## src/rtl/timer16_pkg.sv

```systemverilog
`default_nettype none
package timer16_pkg;

  // ****************************************************************
  // widths and reset values
  // ****************************************************************
  localparam int COUNT_W = 16;
  localparam logic [15:0] COUNT_RST = 16'h0000;
  localparam logic [15:0] COUNT_MAX = 16'hffff;
  localparam logic [15:0] CAPCMP_RST = 16'h0000;
  localparam logic [1:0] FILTER_RST = 2'h0;

  // ****************************************************************
  // run mode pair {hi, lo}
  // ****************************************************************
  typedef enum logic [1:0] {
    RUN_STOP = 2'b00,
    RUN_FREE = 2'b01,
    RUN_CLR_PIN = 2'b10,
    RUN_CLR_MATCH = 2'b11
  } run_mode_e;

  // ****************************************************************
  // valid edge selection
  // ****************************************************************
  typedef enum logic [1:0] {
    EDGE_FALL = 2'b00,
    EDGE_RISE = 2'b01,
    EDGE_NONE = 2'b10,
    EDGE_BOTH = 2'b11
  } edge_sel_e;

  // ****************************************************************
  // output preset pair {high, low}
  // ****************************************************************
  localparam logic [1:0] PRESET_HOLD = 2'b00;
  localparam logic [1:0] PRESET_LOW = 2'b01;
  localparam logic [1:0] PRESET_HIGH = 2'b10;

endpackage : timer16_pkg
`default_nettype wire

```

## src/rtl/edge_filter.sv

```systemverilog
`timescale 1ns/1ps
`default_nettype none
module edge_filter
  import timer16_pkg::*;
(
  input wire logic clk,
  input wire logic rst,
  input wire logic pinIn,
  input wire logic sampleEn,
  output logic riseDet,
  output logic fallDet
);

  // ****************************************************************
  // two-flop synchroniser; first flop read only by the second
  // ****************************************************************
  logic syncA_r;
  logic syncB_r;
  logic [1:0] hist_r;
  logic [1:0] hist_nxt;
  logic stable_r;
  logic stable_nxt;

  always_ff @(posedge clk or posedge rst) begin
    if (rst) begin
      syncA_r <= 1'b0;
      syncB_r <= 1'b0;
    end else begin
      syncA_r <= pinIn;
      syncB_r <= syncA_r;
    end
  end

  // a level counts only when seen on two sample ticks in a row, which
  // rejects short noise; stable level resets low so a pin held high
  // at the first start is seen as a rising edge, but not after a stop
  always_comb begin
    hist_nxt = hist_r;
    stable_nxt = stable_r;
    riseDet = 1'b0;
    fallDet = 1'b0;
    if (sampleEn) begin
      hist_nxt = {hist_r[0], syncB_r};
      if (hist_nxt == 2'b11 && !stable_r) begin
        stable_nxt = 1'b1;
        riseDet = 1'b1;
      end else if (hist_nxt == 2'b00 && stable_r) begin
        stable_nxt = 1'b0;
        fallDet = 1'b1;
      end
    end
  end

  always_ff @(posedge clk or posedge rst) begin
    if (rst) begin
      hist_r <= FILTER_RST;
      stable_r <= 1'b0;
    end else begin
      hist_r <= hist_nxt;
      stable_r <= stable_nxt;
    end
  end

endmodule : edge_filter
`default_nettype wire

```

## src/rtl/timer16_capture_compare.sv

```systemverilog
`timescale 1ns/1ps
`default_nettype none
// Summary of operation
// - selected trigger edge loads count into first register
// - primary pin edge loads count into second register
// - reverse-edge capture raises no first interrupt
// - preset 00 hold, 01 low, 10 high
// - start counting from last preset level
// - first match interrupt inverts output
// - first match may slip one count clock
// - capture proceeds during read; read after interrupt
// - register contents undefined after stop
// - wrap flag also set on FFFFH match clear
// - flag clear before count 0001H is ignored
// - capture on falling phase, interrupt next rise
module timer16_capture_compare
  import timer16_pkg::*;
(
  input wire logic clk,
  input wire logic rst,
  input wire logic countTick,
  input wire logic primaryTriggerPin,
  input wire logic secondaryTriggerPin,
  input wire logic runModeBitHi,
  input wire logic runModeBitLo,
  input wire logic [1:0] primaryEdgeSel,
  input wire logic [1:0] secondaryEdgeSel,
  input wire logic firstCaptureMode,
  input wire logic firstReverseSrc,
  input wire logic secondCaptureMode,
  input wire logic cmpWriteFirst,
  input wire logic cmpWriteSecond,
  input wire logic [15:0] cmpWriteData,
  input wire logic outEnable,
  input wire logic firstMatchToggleEn,
  input wire logic secondMatchToggleEn,
  input wire logic outPresetHigh,
  input wire logic outPresetLow,
  input wire logic wrapClear,
  output logic [15:0] mainCount,
  output logic [15:0] firstCapCmp,
  output logic [15:0] secondCapCmp,
  output logic timerOutPin,
  output logic firstMatchIrq,
  output logic secondMatchIrq,
  output logic wrapFlag
);

  // ****************************************************************
  // mode decode and pin edge detection
  // ****************************************************************
  run_mode_e runMode;
  logic running;
  logic priRise;
  logic priFall;
  logic secRise;
  logic secFall;
  logic priValid;
  logic priReverse;
  logic secValid;

  assign runMode = run_mode_e'({runModeBitHi, runModeBitLo});
  assign running = (runMode != RUN_STOP);

  // pins are sampled on the count clock, so edges land on tick cycles
  edge_filter priFilter (
    .clk(clk),
    .rst(rst),
    .pinIn(primaryTriggerPin),
    .sampleEn(countTick),
    .riseDet(priRise),
    .fallDet(priFall)
  );

  edge_filter secFilter (
    .clk(clk),
    .rst(rst),
    .pinIn(secondaryTriggerPin),
    .sampleEn(countTick),
    .riseDet(secRise),
    .fallDet(secFall)
  );

  // edges are not acknowledged while the timer is stopped
  always_comb begin
    priValid = 1'b0;
    priReverse = 1'b0;
    secValid = 1'b0;
    case (edge_sel_e'(primaryEdgeSel))
      EDGE_FALL: begin
        priValid = priFall;
        priReverse = priRise;
      end
      EDGE_RISE: begin
        priValid = priRise;
        priReverse = priFall;
      end
      EDGE_BOTH: begin
        priValid = priRise | priFall;
        priReverse = priRise | priFall;
      end
      default: begin
        priValid = 1'b0;
        priReverse = 1'b0;
      end
    endcase
    case (edge_sel_e'(secondaryEdgeSel))
      EDGE_FALL: secValid = secFall;
      EDGE_RISE: secValid = secRise;
      EDGE_BOTH: secValid = secRise | secFall;
      default: secValid = 1'b0;
    endcase
    priValid = priValid & running;
    priReverse = priReverse & running;
    secValid = secValid & running;
  end

  // ****************************************************************
  // main counter and wrap flag
  // ****************************************************************
  logic [15:0] count_r;
  logic [15:0] count_nxt;
  logic wrap_r;
  logic wrap_nxt;
  logic wrapHold_r;
  logic wrapHold_nxt;
  logic wrapSet;
  logic firstMatch;
  logic secondMatch;
  // compare values are read by the counter, so they are declared here
  logic [15:0] firstCapCmp_r;
  logic [15:0] secondCapCmp_r;

  assign firstMatch = countTick && !firstCaptureMode && (count_r == firstCapCmp_r);
  assign secondMatch = countTick && !secondCaptureMode && (count_r == secondCapCmp_r);

  // counting starts on the first tick after the mode write; the tick
  // phase is free running, hence up to one count clock of start error
  always_comb begin
    count_nxt = count_r;
    wrapSet = 1'b0;
    wrapHold_nxt = wrapHold_r;
    if (!running) begin
      count_nxt = COUNT_RST;
      wrapHold_nxt = 1'b0;
    end else if (countTick) begin
      wrapHold_nxt = 1'b0;
      if (runMode == RUN_CLR_PIN && priValid) begin
        count_nxt = COUNT_RST;
      end else if (runMode == RUN_CLR_MATCH && count_r == firstCapCmp_r) begin
        count_nxt = COUNT_RST;
        if (firstCapCmp_r == COUNT_MAX) begin
          wrapSet = 1'b1;
          wrapHold_nxt = 1'b1;
        end
      end else if (count_r == COUNT_MAX) begin
        count_nxt = COUNT_RST;
        wrapSet = 1'b1;
        wrapHold_nxt = 1'b1;
      end else begin
        count_nxt = count_r + 16'h0001;
      end
    end
    // a clear while the count still sits at zero after a wrap is lost,
    // and a set in the same cycle as a clear always wins
    wrap_nxt = wrapSet | (wrap_r & ~(wrapClear & ~wrapHold_r));
  end

  always_ff @(posedge clk or posedge rst) begin
    if (rst) begin
      count_r <= COUNT_RST;
      wrap_r <= 1'b0;
      wrapHold_r <= 1'b0;
    end else begin
      count_r <= count_nxt;
      wrap_r <= wrap_nxt;
      wrapHold_r <= wrapHold_nxt;
    end
  end

  // ****************************************************************
  // capture/compare registers
  // ****************************************************************
  logic [15:0] firstCapCmp_nxt;
  logic [15:0] secondCapCmp_nxt;
  logic capFirstReq_r;
  logic capFirstReq_nxt;
  logic capFirstIrq_r;
  logic capFirstIrq_nxt;
  logic capSecondReq_r;
  logic capSecondReq_nxt;
  logic extFirstIrq;

  // edges found on a tick (rising phase) are captured one cycle later,
  // standing in for the falling phase of the count clock
  always_comb begin
    capFirstReq_nxt = 1'b0;
    capFirstIrq_nxt = capFirstIrq_r;
    capSecondReq_nxt = 1'b0;
    extFirstIrq = 1'b0;
    if (firstCaptureMode) begin
      if (firstReverseSrc) begin
        capFirstReq_nxt = priReverse;
        extFirstIrq = secValid; // secondary edge: interrupt only, no load
      end else begin
        capFirstReq_nxt = secValid;
      end
    end
    if (secondCaptureMode) begin
      capSecondReq_nxt = priValid;
    end
    if (capFirstReq_r) begin
      capFirstIrq_nxt = !firstReverseSrc;
    end else if (countTick) begin
      capFirstIrq_nxt = 1'b0;
    end
  end

  // a capture always lands even if software reads at that moment; the
  // registers simply hold after a stop and carry no defined meaning then
  always_comb begin
    firstCapCmp_nxt = firstCapCmp_r;
    secondCapCmp_nxt = secondCapCmp_r;
    if (capFirstReq_r) begin
      firstCapCmp_nxt = count_r;
    end else if (cmpWriteFirst && !firstCaptureMode) begin
      firstCapCmp_nxt = cmpWriteData;
    end
    if (capSecondReq_r) begin
      secondCapCmp_nxt = count_r;
    end else if (cmpWriteSecond && !secondCaptureMode) begin
      secondCapCmp_nxt = cmpWriteData;
    end
  end

  always_ff @(posedge clk or posedge rst) begin
    if (rst) begin
      firstCapCmp_r <= CAPCMP_RST;
      secondCapCmp_r <= CAPCMP_RST;
      capFirstReq_r <= 1'b0;
      capFirstIrq_r <= 1'b0;
      capSecondReq_r <= 1'b0;
    end else begin
      firstCapCmp_r <= firstCapCmp_nxt;
      secondCapCmp_r <= secondCapCmp_nxt;
      capFirstReq_r <= capFirstReq_nxt;
      capFirstIrq_r <= capFirstIrq_nxt;
      capSecondReq_r <= capSecondReq_nxt;
    end
  end

  // ****************************************************************
  // interrupts and timer output
  // ****************************************************************
  logic pendFirst_r;
  logic pendFirst_nxt;
  logic pendSecond_r;
  logic pendSecond_nxt;
  logic firstIrq_r;
  logic firstIrq_nxt;
  logic secondIrq_r;
  logic secondIrq_nxt;
  logic out_r;
  logic out_nxt;

  // capture interrupts wait for the next tick (next rising phase)
  always_comb begin
    pendFirst_nxt = pendFirst_r;
    pendSecond_nxt = pendSecond_r;
    firstIrq_nxt = 1'b0;
    secondIrq_nxt = 1'b0;
    if (capFirstReq_r && !firstReverseSrc) begin
      pendFirst_nxt = 1'b1;
    end
    if (capSecondReq_r) begin
      pendSecond_nxt = 1'b1;
    end
    if (countTick) begin
      firstIrq_nxt = firstMatch | pendFirst_r | extFirstIrq;
      secondIrq_nxt = secondMatch | pendSecond_r;
      pendFirst_nxt = 1'b0;
      pendSecond_nxt = 1'b0;
    end
    if (!running) begin
      firstIrq_nxt = 1'b0;
      secondIrq_nxt = 1'b0;
      pendFirst_nxt = 1'b0;
      pendSecond_nxt = 1'b0;
    end
  end

  // presets act only while stopped; the level kept then is where the
  // output starts once counting begins
  always_comb begin
    out_nxt = out_r;
    if (!running) begin
      if ({outPresetHigh, outPresetLow} == PRESET_HIGH) begin
        out_nxt = 1'b1;
      end else if ({outPresetHigh, outPresetLow} == PRESET_LOW) begin
        out_nxt = 1'b0;
      end
    end else if (outEnable) begin
      if (firstIrq_r && firstMatchToggleEn) begin
        out_nxt = ~out_nxt;
      end
      if (secondIrq_r && !secondCaptureMode && secondMatchToggleEn) begin
        out_nxt = ~out_nxt;
      end
    end
  end

  always_ff @(posedge clk or posedge rst) begin
    if (rst) begin
      pendFirst_r <= 1'b0;
      pendSecond_r <= 1'b0;
      firstIrq_r <= 1'b0;
      secondIrq_r <= 1'b0;
      out_r <= 1'b0;
    end else begin
      pendFirst_r <= pendFirst_nxt;
      pendSecond_r <= pendSecond_nxt;
      firstIrq_r <= firstIrq_nxt;
      secondIrq_r <= secondIrq_nxt;
      out_r <= out_nxt;
    end
  end

  // ****************************************************************
  // outputs
  // ****************************************************************
  assign mainCount = count_r;
  assign firstCapCmp = firstCapCmp_r;
  assign secondCapCmp = secondCapCmp_r;
  assign timerOutPin = out_r;
  assign firstMatchIrq = firstIrq_r;
  assign secondMatchIrq = secondIrq_r;
  assign wrapFlag = wrap_r;

endmodule : timer16_capture_compare
`default_nettype wire

```

## config.mk

```make
export PLATFORM = sky130hd
export DESIGN_NAME = timer16_capture_compare
export DESIGN_NICKNAME = d
export VERILOG_FILES = /design/src/rtl/timer16_pkg.sv /design/src/rtl/edge_filter.sv /design/src/rtl/timer16_capture_compare.sv
export SDC_FILE = /design/constraint.sdc
export NUM_CORES = 1
export LEC_CHECK = 0
export BUFFER_PORTS_ARGS = -buffer_cell sky130_fd_sc_hd__buf_2
export CORE_ASPECT_RATIO = 0.9
export CORE_UTILIZATION = 56
export CTS_BUF_LIST = sky130_fd_sc_hd__clkbuf_8
export DETAILED_ROUTE_END_ITERATION = 12
export GPL_TIMING_DRIVEN = 0
export HOLD_SLACK_MARGIN = 0.15
export PLACE_DENSITY_LB_ADDON = 0.08
export RECOVER_POWER = 25
export SYNTH_ARGS = -nofsm -noshare
export SYNTH_HDL_FRONTEND = slang
export SYNTH_HIERARCHICAL = 1
export SYNTH_SLANG_ARGS = --single-unit
export TNS_END_PERCENT = 100
```

## constraint.sdc

```tcl
create_clock -name clk -period 2.55 [get_ports clk]
set_input_delay 0.255 -clock clk [delete_from_list [all_inputs] [get_ports clk]]
set_output_delay 0.255 -clock clk [all_outputs]
set_load 0.01 [all_outputs]
```

# == Yosys cells after proc, flatten, opt, wreduce, memory -nomap -nowiden ==
# Index checks and enable logic that the tools add are counted.
# totals
inputBits,38
out_inout_bits,52
ff_bits,65
# classes
n_mux,57
reduce_logical,34
eq_ne,18
n_bitwise,15
addsub,1
# ops
op,n
16-bit 2-to-1 mux,9
1-bit 2-to-1 mux,45
16-bit equality test,2
16-bit equality test (second input constant),2
16-bit by 1-bit adder with 16-bit output (second input constant),1
1-bit logical AND,16
2-bit equality test (second input constant),7
2-bit nonzero test,5
1-bit case mux with 3 select lines,3
2-bit logical NOT,4
2-bit by 1-bit equality test with 1-bit output (second input constant),3
3-bit by 2-bit != test with 1-bit output (second input constant),2
1-bit OR,6
2-bit AND reduction,3
1-bit bitwise AND,5
1-bit logical NOT,5
2-bit != test (second input constant),2
1-bit NOT,4
3-bit nonzero test,1

# == Longest topological paths before layout ==
# Gate-level depths: netlist of the first run.
# logic_depth
depth_word,13
ltp_mapped,9
ltp_nobuf,8

# == Modules after synthesis ==
# The synthesis of the first run kept the hierarchy.
# by_module_without_submodules
module,n_inst,area_per_inst_um2,cells_each
timer16_capture_compare,1,3434.5,366
edge_filter,2,153.9,13

# == Worst setup path before layout of the first run ==
# Ideal clock, no wire load.
# synth_path
kind,reg2reg
startpoint,"reg count_r[0], in the netlist mainCount[0]"
endpoint,"reg count_r[8], in the netlist mainCount[8]"
arrival_time_ns,1.914
path_buffers,2
t_required_ns,2.426
path_stages_with_launch,10
period_less_slack_ns,2.038
path_slack_ns,0.512
path_cell_list,dfrtp_1 ha_1 nand3_4 or3_1 buf_2 o21bai_1 o21bai_4 buf_6 nor3_1 a211o_1
# synth_via
elab_chain_cells,6
word_cells_on_any_way,9
classes_between,add/sub: 1; eq/ne: 2; mux: 5; reduce/logical: 1
# synth_rtl
element,line,source
"start, declared",timer16_capture_compare.sv:121,logic [15:0] count_r;
"start signal, assigned",timer16_capture_compare.sv:175,count_r <= count_nxt;
16-bit by 1-bit adder with 16-bit output (tied with other cells),timer16_capture_compare.sv:161,count_nxt = count_r + 16'h0001;
16-bit 2-to-1 mux / 1-bit logical AND (equally long branches),"timer16_capture_compare.sv:156, timer16_capture_compare.sv:150",
16-bit 2-to-1 mux *,timer16_capture_compare.sv:150,end else if (runMode == RUN_CLR_MATCH && count_r == firstCapCmp_r) begin
16-bit 2-to-1 mux *,timer16_capture_compare.sv:148,if (runMode == RUN_CLR_PIN && priValid) begin
16-bit 2-to-1 mux *,timer16_capture_compare.sv:146,end else if (countTick) begin
16-bit 2-to-1 mux *,timer16_capture_compare.sv:143,if (!running) begin
# Every way passes the cells marked *; elsewhere a longest branch is shown, timed or not. The select of a mux whose other input is x is not followed.
# A chain may end at the register's enable or synchronous reset.

# == Final worst setup path of the first run ==
# layout_path
startpoint,"reg count_r[0], in the netlist mainCount[0]"
endpoint,"reg count_r[5], in the netlist mainCount[5]"
# Same word-level chain as after synthesis.

==> metrics.yaml, run 1 <==
final_layout:
  nets: 535
  antenna_cells: 0
  seqCellArea_um2: 1627
  area.growth.synth_to_final_pct: 22.94
  multi_input_area_um2: 1876
  n_fill_cell: 509
  drive_above_1_share_pct: 26.35
grt:
  grt_overflow: 0
  first_global_vias: 3171
  grt_max_degree: 30
  antenna_found_initial: 0
  grt_pass1_wl_um: 16170
  grt.total_usage_pct: 30.85
pwr:
  total_power_mw: 3.410
  power.switching_mw: 1.098
  power.clock.fraction_pct: 33.3
  ir_drop_v: 0.0004726
  combPwrFrac_pct: 27.9
  switching_share_pct: 32.20
  p_leak_nw: 2.110
  power.density_nw_per_um2: 741.1
  p_int_mw: 2.312
  seq_power_share_pct: 38.7
clocking:
  holdBufCountCts: 3
  post_cts_buffers: 0
  clk_latency_ps: 350
  root_buffer: "clkbuf_8"
  ctsResizeCount: 0
  cts_tree: "done"
  max-clock-path-buffers: 2
  cts.reportedPaths.clkPinSlew_ps: 70
  cts.sinks: 65
  cts_buffers: 9
  htree_levels: 3
die:
  rows: 27
  core_area_um2: 6284
  die_h_um: 79.56
  die_w_um: 88.17
  die-area_um2: 7014
  start_util_pct: 59.56
  io_pins: 90
worst_setup_path:
  r2r_start: "mainCount[0]"
  ff2ff_setup_slack_ps: 270
  required_ps: 2780
  end_kind: "flop"
  crit_type: "flop to flop"
  path_max_fanout: 9
  startpoint_type: "flop"
  crit_arrival_ps: 2510
  cp-startpoint: "mainCount[0]"
detailed_routing:
  detail-route-antenna-nets: 0
  viasPerCell: 5.782
  via_count: 3400
  wl_per_cell_um: 17.49
  drt_pre_antenna_iters: 5
  wl_um: 10290
  drc: 0
  drtIter0Drc: 311
sta:
  rsz0062_at_grt: "false"
  worst_pin_slew_ps: 1204
  tns_ps: 0
  finalSetupViolations: 0
  fin_worst_skew_ps: 8.416
  post-route-min-period_ps: 2281
  drv_slew: 0
  fmax_ghz: 0.4384
  max_slew_margin_pct: 19.62
  hold_viol_final: 0
  timing.final.crit_share_pct: 89.45
synth:
  synthMostInstantiatedCell: "dfrtp_1"
  avgSynthCellArea_um2: 9.547
  ys_warn_count: 6
  synth_area_leaders: "dfrtp_1, mux2i_1, nand2_1"
  yosysUniqueCellTypes: 56
  synth_ff_type: "dfrtp_1"
  syn-num-nets: 431
  synth_cells: 392
  yosysTopAreaCell: "dfrtp_1"
  synth-edff-count: 0
  synthArstFlopShare_pct: 100.0
  ys_seq_area_share_pct: 43.46
  ys_seq_elements: 65
  yosys.area.top_type_share_pct: 43.46
  syn-cell-area_um2: 3742
  synthTopCellsByCount: "dfrtp_1, nand2_1, o21ai_0"
place:
  hpwl_um: 7669
  io_buffers: 89
  gp_congestion: 0.8825
worst_hold_path:
  hold_path_class: "input pin to flop"
  min_from: "firstReverseSrc"
run:
  drv_cap: 0
status:
  run_status: "complete, no violations"
path summary, 6_finish.rpt:
kind / to / depth (start not counted)
min reg2reg: priFilter/syncB_r / 0
max: mainCount[5] / 7
max reg2reg: mainCount[5] / 7
max in group asynchronous: firstCapCmp[15] / 4
min in group asynchronous: priFilter/hist_r[0] / 3
min: capFirstReq_r / 3
per-stage QoR:
stage               hold slack, ps  utilization, %  instance area, µm²  setup WS (ps)  instances
floorplan                    21.08               -                3742          512.2        392
global placement             160.4           68.38                4297          121.5        568
detailed placement           179.8           68.70                4317          337.7        569
CTS                          187.5           73.36                4609          275.2        588
global route                 211.7           73.22                4601          161.0        588
finish                       211.6           73.22                4601          269.0        588
power groups by stage:
stage               Clock (mW)  Sequential (mW)  Combinational [mW]
global placement             0             1.33               0.915
finish                    1.14             1.32               0.952
detailed placement           0             1.34               0.934
global route              1.18             1.33                1.04
CTS                       1.14             1.32               0.946
floorplan                    0             1.37               0.566
metal layers:
metal  vias up  part of all wire, %  track usage (%)
met5         -                    0                0
met3        12                  7.4            5.998
li1       1584                    -                -
met4         0                 0.72            5.161
met1      1624                   44            43.21
met2       180                   48            50.31
layout make-up:
cell class | count | share of cell area, %
Tap cell | 87 | 2.366
Sequential cell | 65 | 35.35
Inverter | 12 | 0.9791
Clock buffer | 12 | 3.590
Clock inverter | 4 | 2.121
Timing Repair Buffer | 93 | 10.58
Buffer | 32 | 4.243
Multi-Input combinational cell | 283 | 40.77
worst max-delay path, stage by stage (launching register included):
cell and delay [ps]:
dfrtp_1 390, ha_1 260, nand3_4 120, or3_1 350, buf_2 180, nor2_1 370
nor2_1 150, a311o_1 340
logic make-up after synthesis:
kind of cell | synth area share [%]
buf+inv | 6.419
simple gates | 17.75
xor+xnor | 8.659
mux | 9.395
compound gates | 13.71
fa+ha+maj | 0.6018
flops | 43.46
cells in the final DEF (no fill, tap or decap), drive strengths merged, types with 2 or more instances in the layout:
cell and n:
a211oi 2, a21o 4, nor3 10, nand3 7, buf 103, dlygate4sd3 3, and3 2, mux2i 34
a31oi 2, nor3b 3, dfrtp 65, xnor2 20, a21oi 6, nand2 60, o22ai 3, o2bb2ai 2
a31o 2, nor4 10, o21ai 43, a211o 3, xor2 17, nor2 14, clkbuf 31, nand4 11
o21bai 2, o31ai 3, inv 12, bufinv 3, or3 4, or2 2, nand2b 2
Note: power is estimated with default switching activity, not from simulation.
==> inputs of run 2 (changes only) <==
ABC_AREA = 1   (was unset)
CORE_UTILIZATION = 58   (was 56)
HOLD_SLACK_MARGIN = 0.05   (was 0.15)
clock period = 2.8 ns   (was 2.55 ns; I/O delays follow)
==> metrics.yaml, run 2 <==
synth:
  synthArstFlopShare_pct: 100.0
  synthTopCellsByCount: "nand2_1, inv_1, dfrtp_1"
  synth-edff-count: 0
  synth_ff_type: "dfrtp_1"
  synth_cells: 541
  avgSynthCellArea_um2: 7.188
  syn-num-nets: 580
  syn-cell-area_um2: 3889
  ys_seq_elements: 65
  yosys.area.top_type_share_pct: 41.83
  synth_area_leaders: "dfrtp_1, nand2_1, inv_1"
  yosysUniqueCellTypes: 37
  synthMostInstantiatedCell: "nand2_1"
  yosysTopAreaCell: "dfrtp_1"
  ys_seq_area_share_pct: 41.83
  ys_warn_count: 6
sta:
  timing.final.crit_share_pct: 69.29
  tns_ps: 0
  max_slew_margin_pct: 14.86
  finalWorstSetupSlack_ps: 859.9
  fmax_ghz: 0.5154
  finalSetupViolations: 0
  rsz0062_at_grt: "false"
  worst_pin_slew_ps: 1276
  post-route-min-period_ps: 1940
  fin_worst_skew_ps: 6.254
  hold_viol_final: 0
  drv_slew: 0
worst_setup_path:
  required_ps: 3000
  end_kind: "flop"
  crit_type: "flop to flop"
  path_max_fanout: 10
  startpoint_type: "flop"
  crit_arrival_ps: 2140
detailed_routing:
  drc: 0
  detail-route-antenna-nets: 0
  drtIter0Drc: 383
  drt_pre_antenna_iters: 6
  wl_per_cell_um: 15.81
  wl_um: 11650
  viasPerCell: 5.670
  via_count: 4179
final_layout:
  area.growth.synth_to_final_pct: 20.53
  layout_common_cells: "nand2_1, buf_2, inv_1"
  drive_above_1_share_pct: 18.46
  final_common_cell: "nand2_1"
  design_area_um2: 4687
  antenna_cells: 0
  nets: 684
place:
  postPlaceCellArea_um2: 4463
  io_buffers: 89
  hpwl_um: 8656
  pre_cts_ws_ps: 908.5
  gp_congestion: 0.9387
die:
  die-area_um2: 7037
  die_w_um: 88.31
  rows: 27
  core_area_um2: 6284
  start_util_pct: 61.89
  die_h_um: 79.68
  io_pins: 90
status:
  run_status: "complete, no violations"
clocking:
  post_cts_buffers: 0
  max-clock-path-buffers: 2
  holdBufCountCts: 3
  cts_buffers: 9
  htree_levels: 3
  cts.reportedPaths.clkPinSlew_ps: 70
  root_buffer: "clkbuf_8"
  clk_latency_ps: 360
  cts_tree: "done"
  ctsResizeCount: 0
  cts.sinks: 65
pwr:
  ir_drop_v: 0.0003356
  p_leak_nw: 2.338
  total_power_mw: 2.711
  power.density_nw_per_um2: 578.3
grt:
  grt_overflow: 0
  grt.total_usage_pct: 35.37
  antenna_found_initial: 0
  first_global_vias: 3861
  grt_max_degree: 33
  grt_pass1_wl_um: 18430
worst_hold_path:
  hold_path_class: "input pin to flop"
run:
  drv_cap: 0
run 2: stage by stage:
step                      std cells  hold WS [ps]  utilization, %
after floorplan                 541         46.08               -
after global placement          717         178.8           70.71
after detailed placement        718         196.2           71.03
after CTS                       737         161.3           74.93
after global routing            737         195.5           74.59
final                           737         162.7           74.59
run 2: per-layer routing:
layer  up-vias  global-route usage (%)  wire length, µm  part of all wire, %
li1       1960                       -                -                    -
met1      1925                   47.81             4863                   42
met2       270                   55.08             5343                   46
met3        24                   7.446             1192                   10
met4         0                   14.68              254                  2.2
met5         -                       0                0                    0
run 2: worst paths after layout:
| path | startpoint | to | slack, ps | cells past startpoint |
|---|---|---|---|---|
| worst min register to register | priFilter/syncA_r | priFilter/syncB_r | 360 | 0 |
| max in group asynchronous | rst | firstCapCmp[2] | 1190 | 4 |
| worst max register to register | capSecondReq_r | secondCapCmp[12] | 860 | 5 |
| worst max-delay path | capSecondReq_r | secondCapCmp[12] | 860 | 5 |
| min in group asynchronous | rst | priFilter/syncB_r | 370 | 3 |
| worst min-delay path | firstReverseSrc | capFirstReq_r | 160 | 2 |
run 2: cell families after synthesis:
logic type | synth area share [%]
AOI/OAI and AO/OA | 16.09
buffers and inverters | 10.07
DFF | 41.83
adders and majority gates | 0.3217
and+or+nand+nor | 28.99
xor gates and xnor gates | 2.703
run 2: area by class of cell:
type | instances | area, µm²
clock inverters | 4 | 50.05
inverters | 79 | 296.5
flip-flops and latches | 65 | 1627
multi-input cells | 377 | 1871
well taps | 87 | 108.9
fillers | 542 | 1597
clock buffers | 12 | 165.2
repair buffers | 93 | 474.2
plain buffers | 20 | 95.09
run 2: power by group:
part | internal (mW) | switching [mW] | leakage (nW)
clock network | 0.482 | 0.380 | 0.105
registers | 1.05 | 0.126 | 0.818
logic | 0.251 | 0.421 | 1.42
run 2: critical path, stage by stage, from the launching register on:
cell and delay (ps):
dfrtp_1 330, buf_2 180, clkinv_1 320, nand2_1 290
clkbuf_1 500, a31oi_1 170
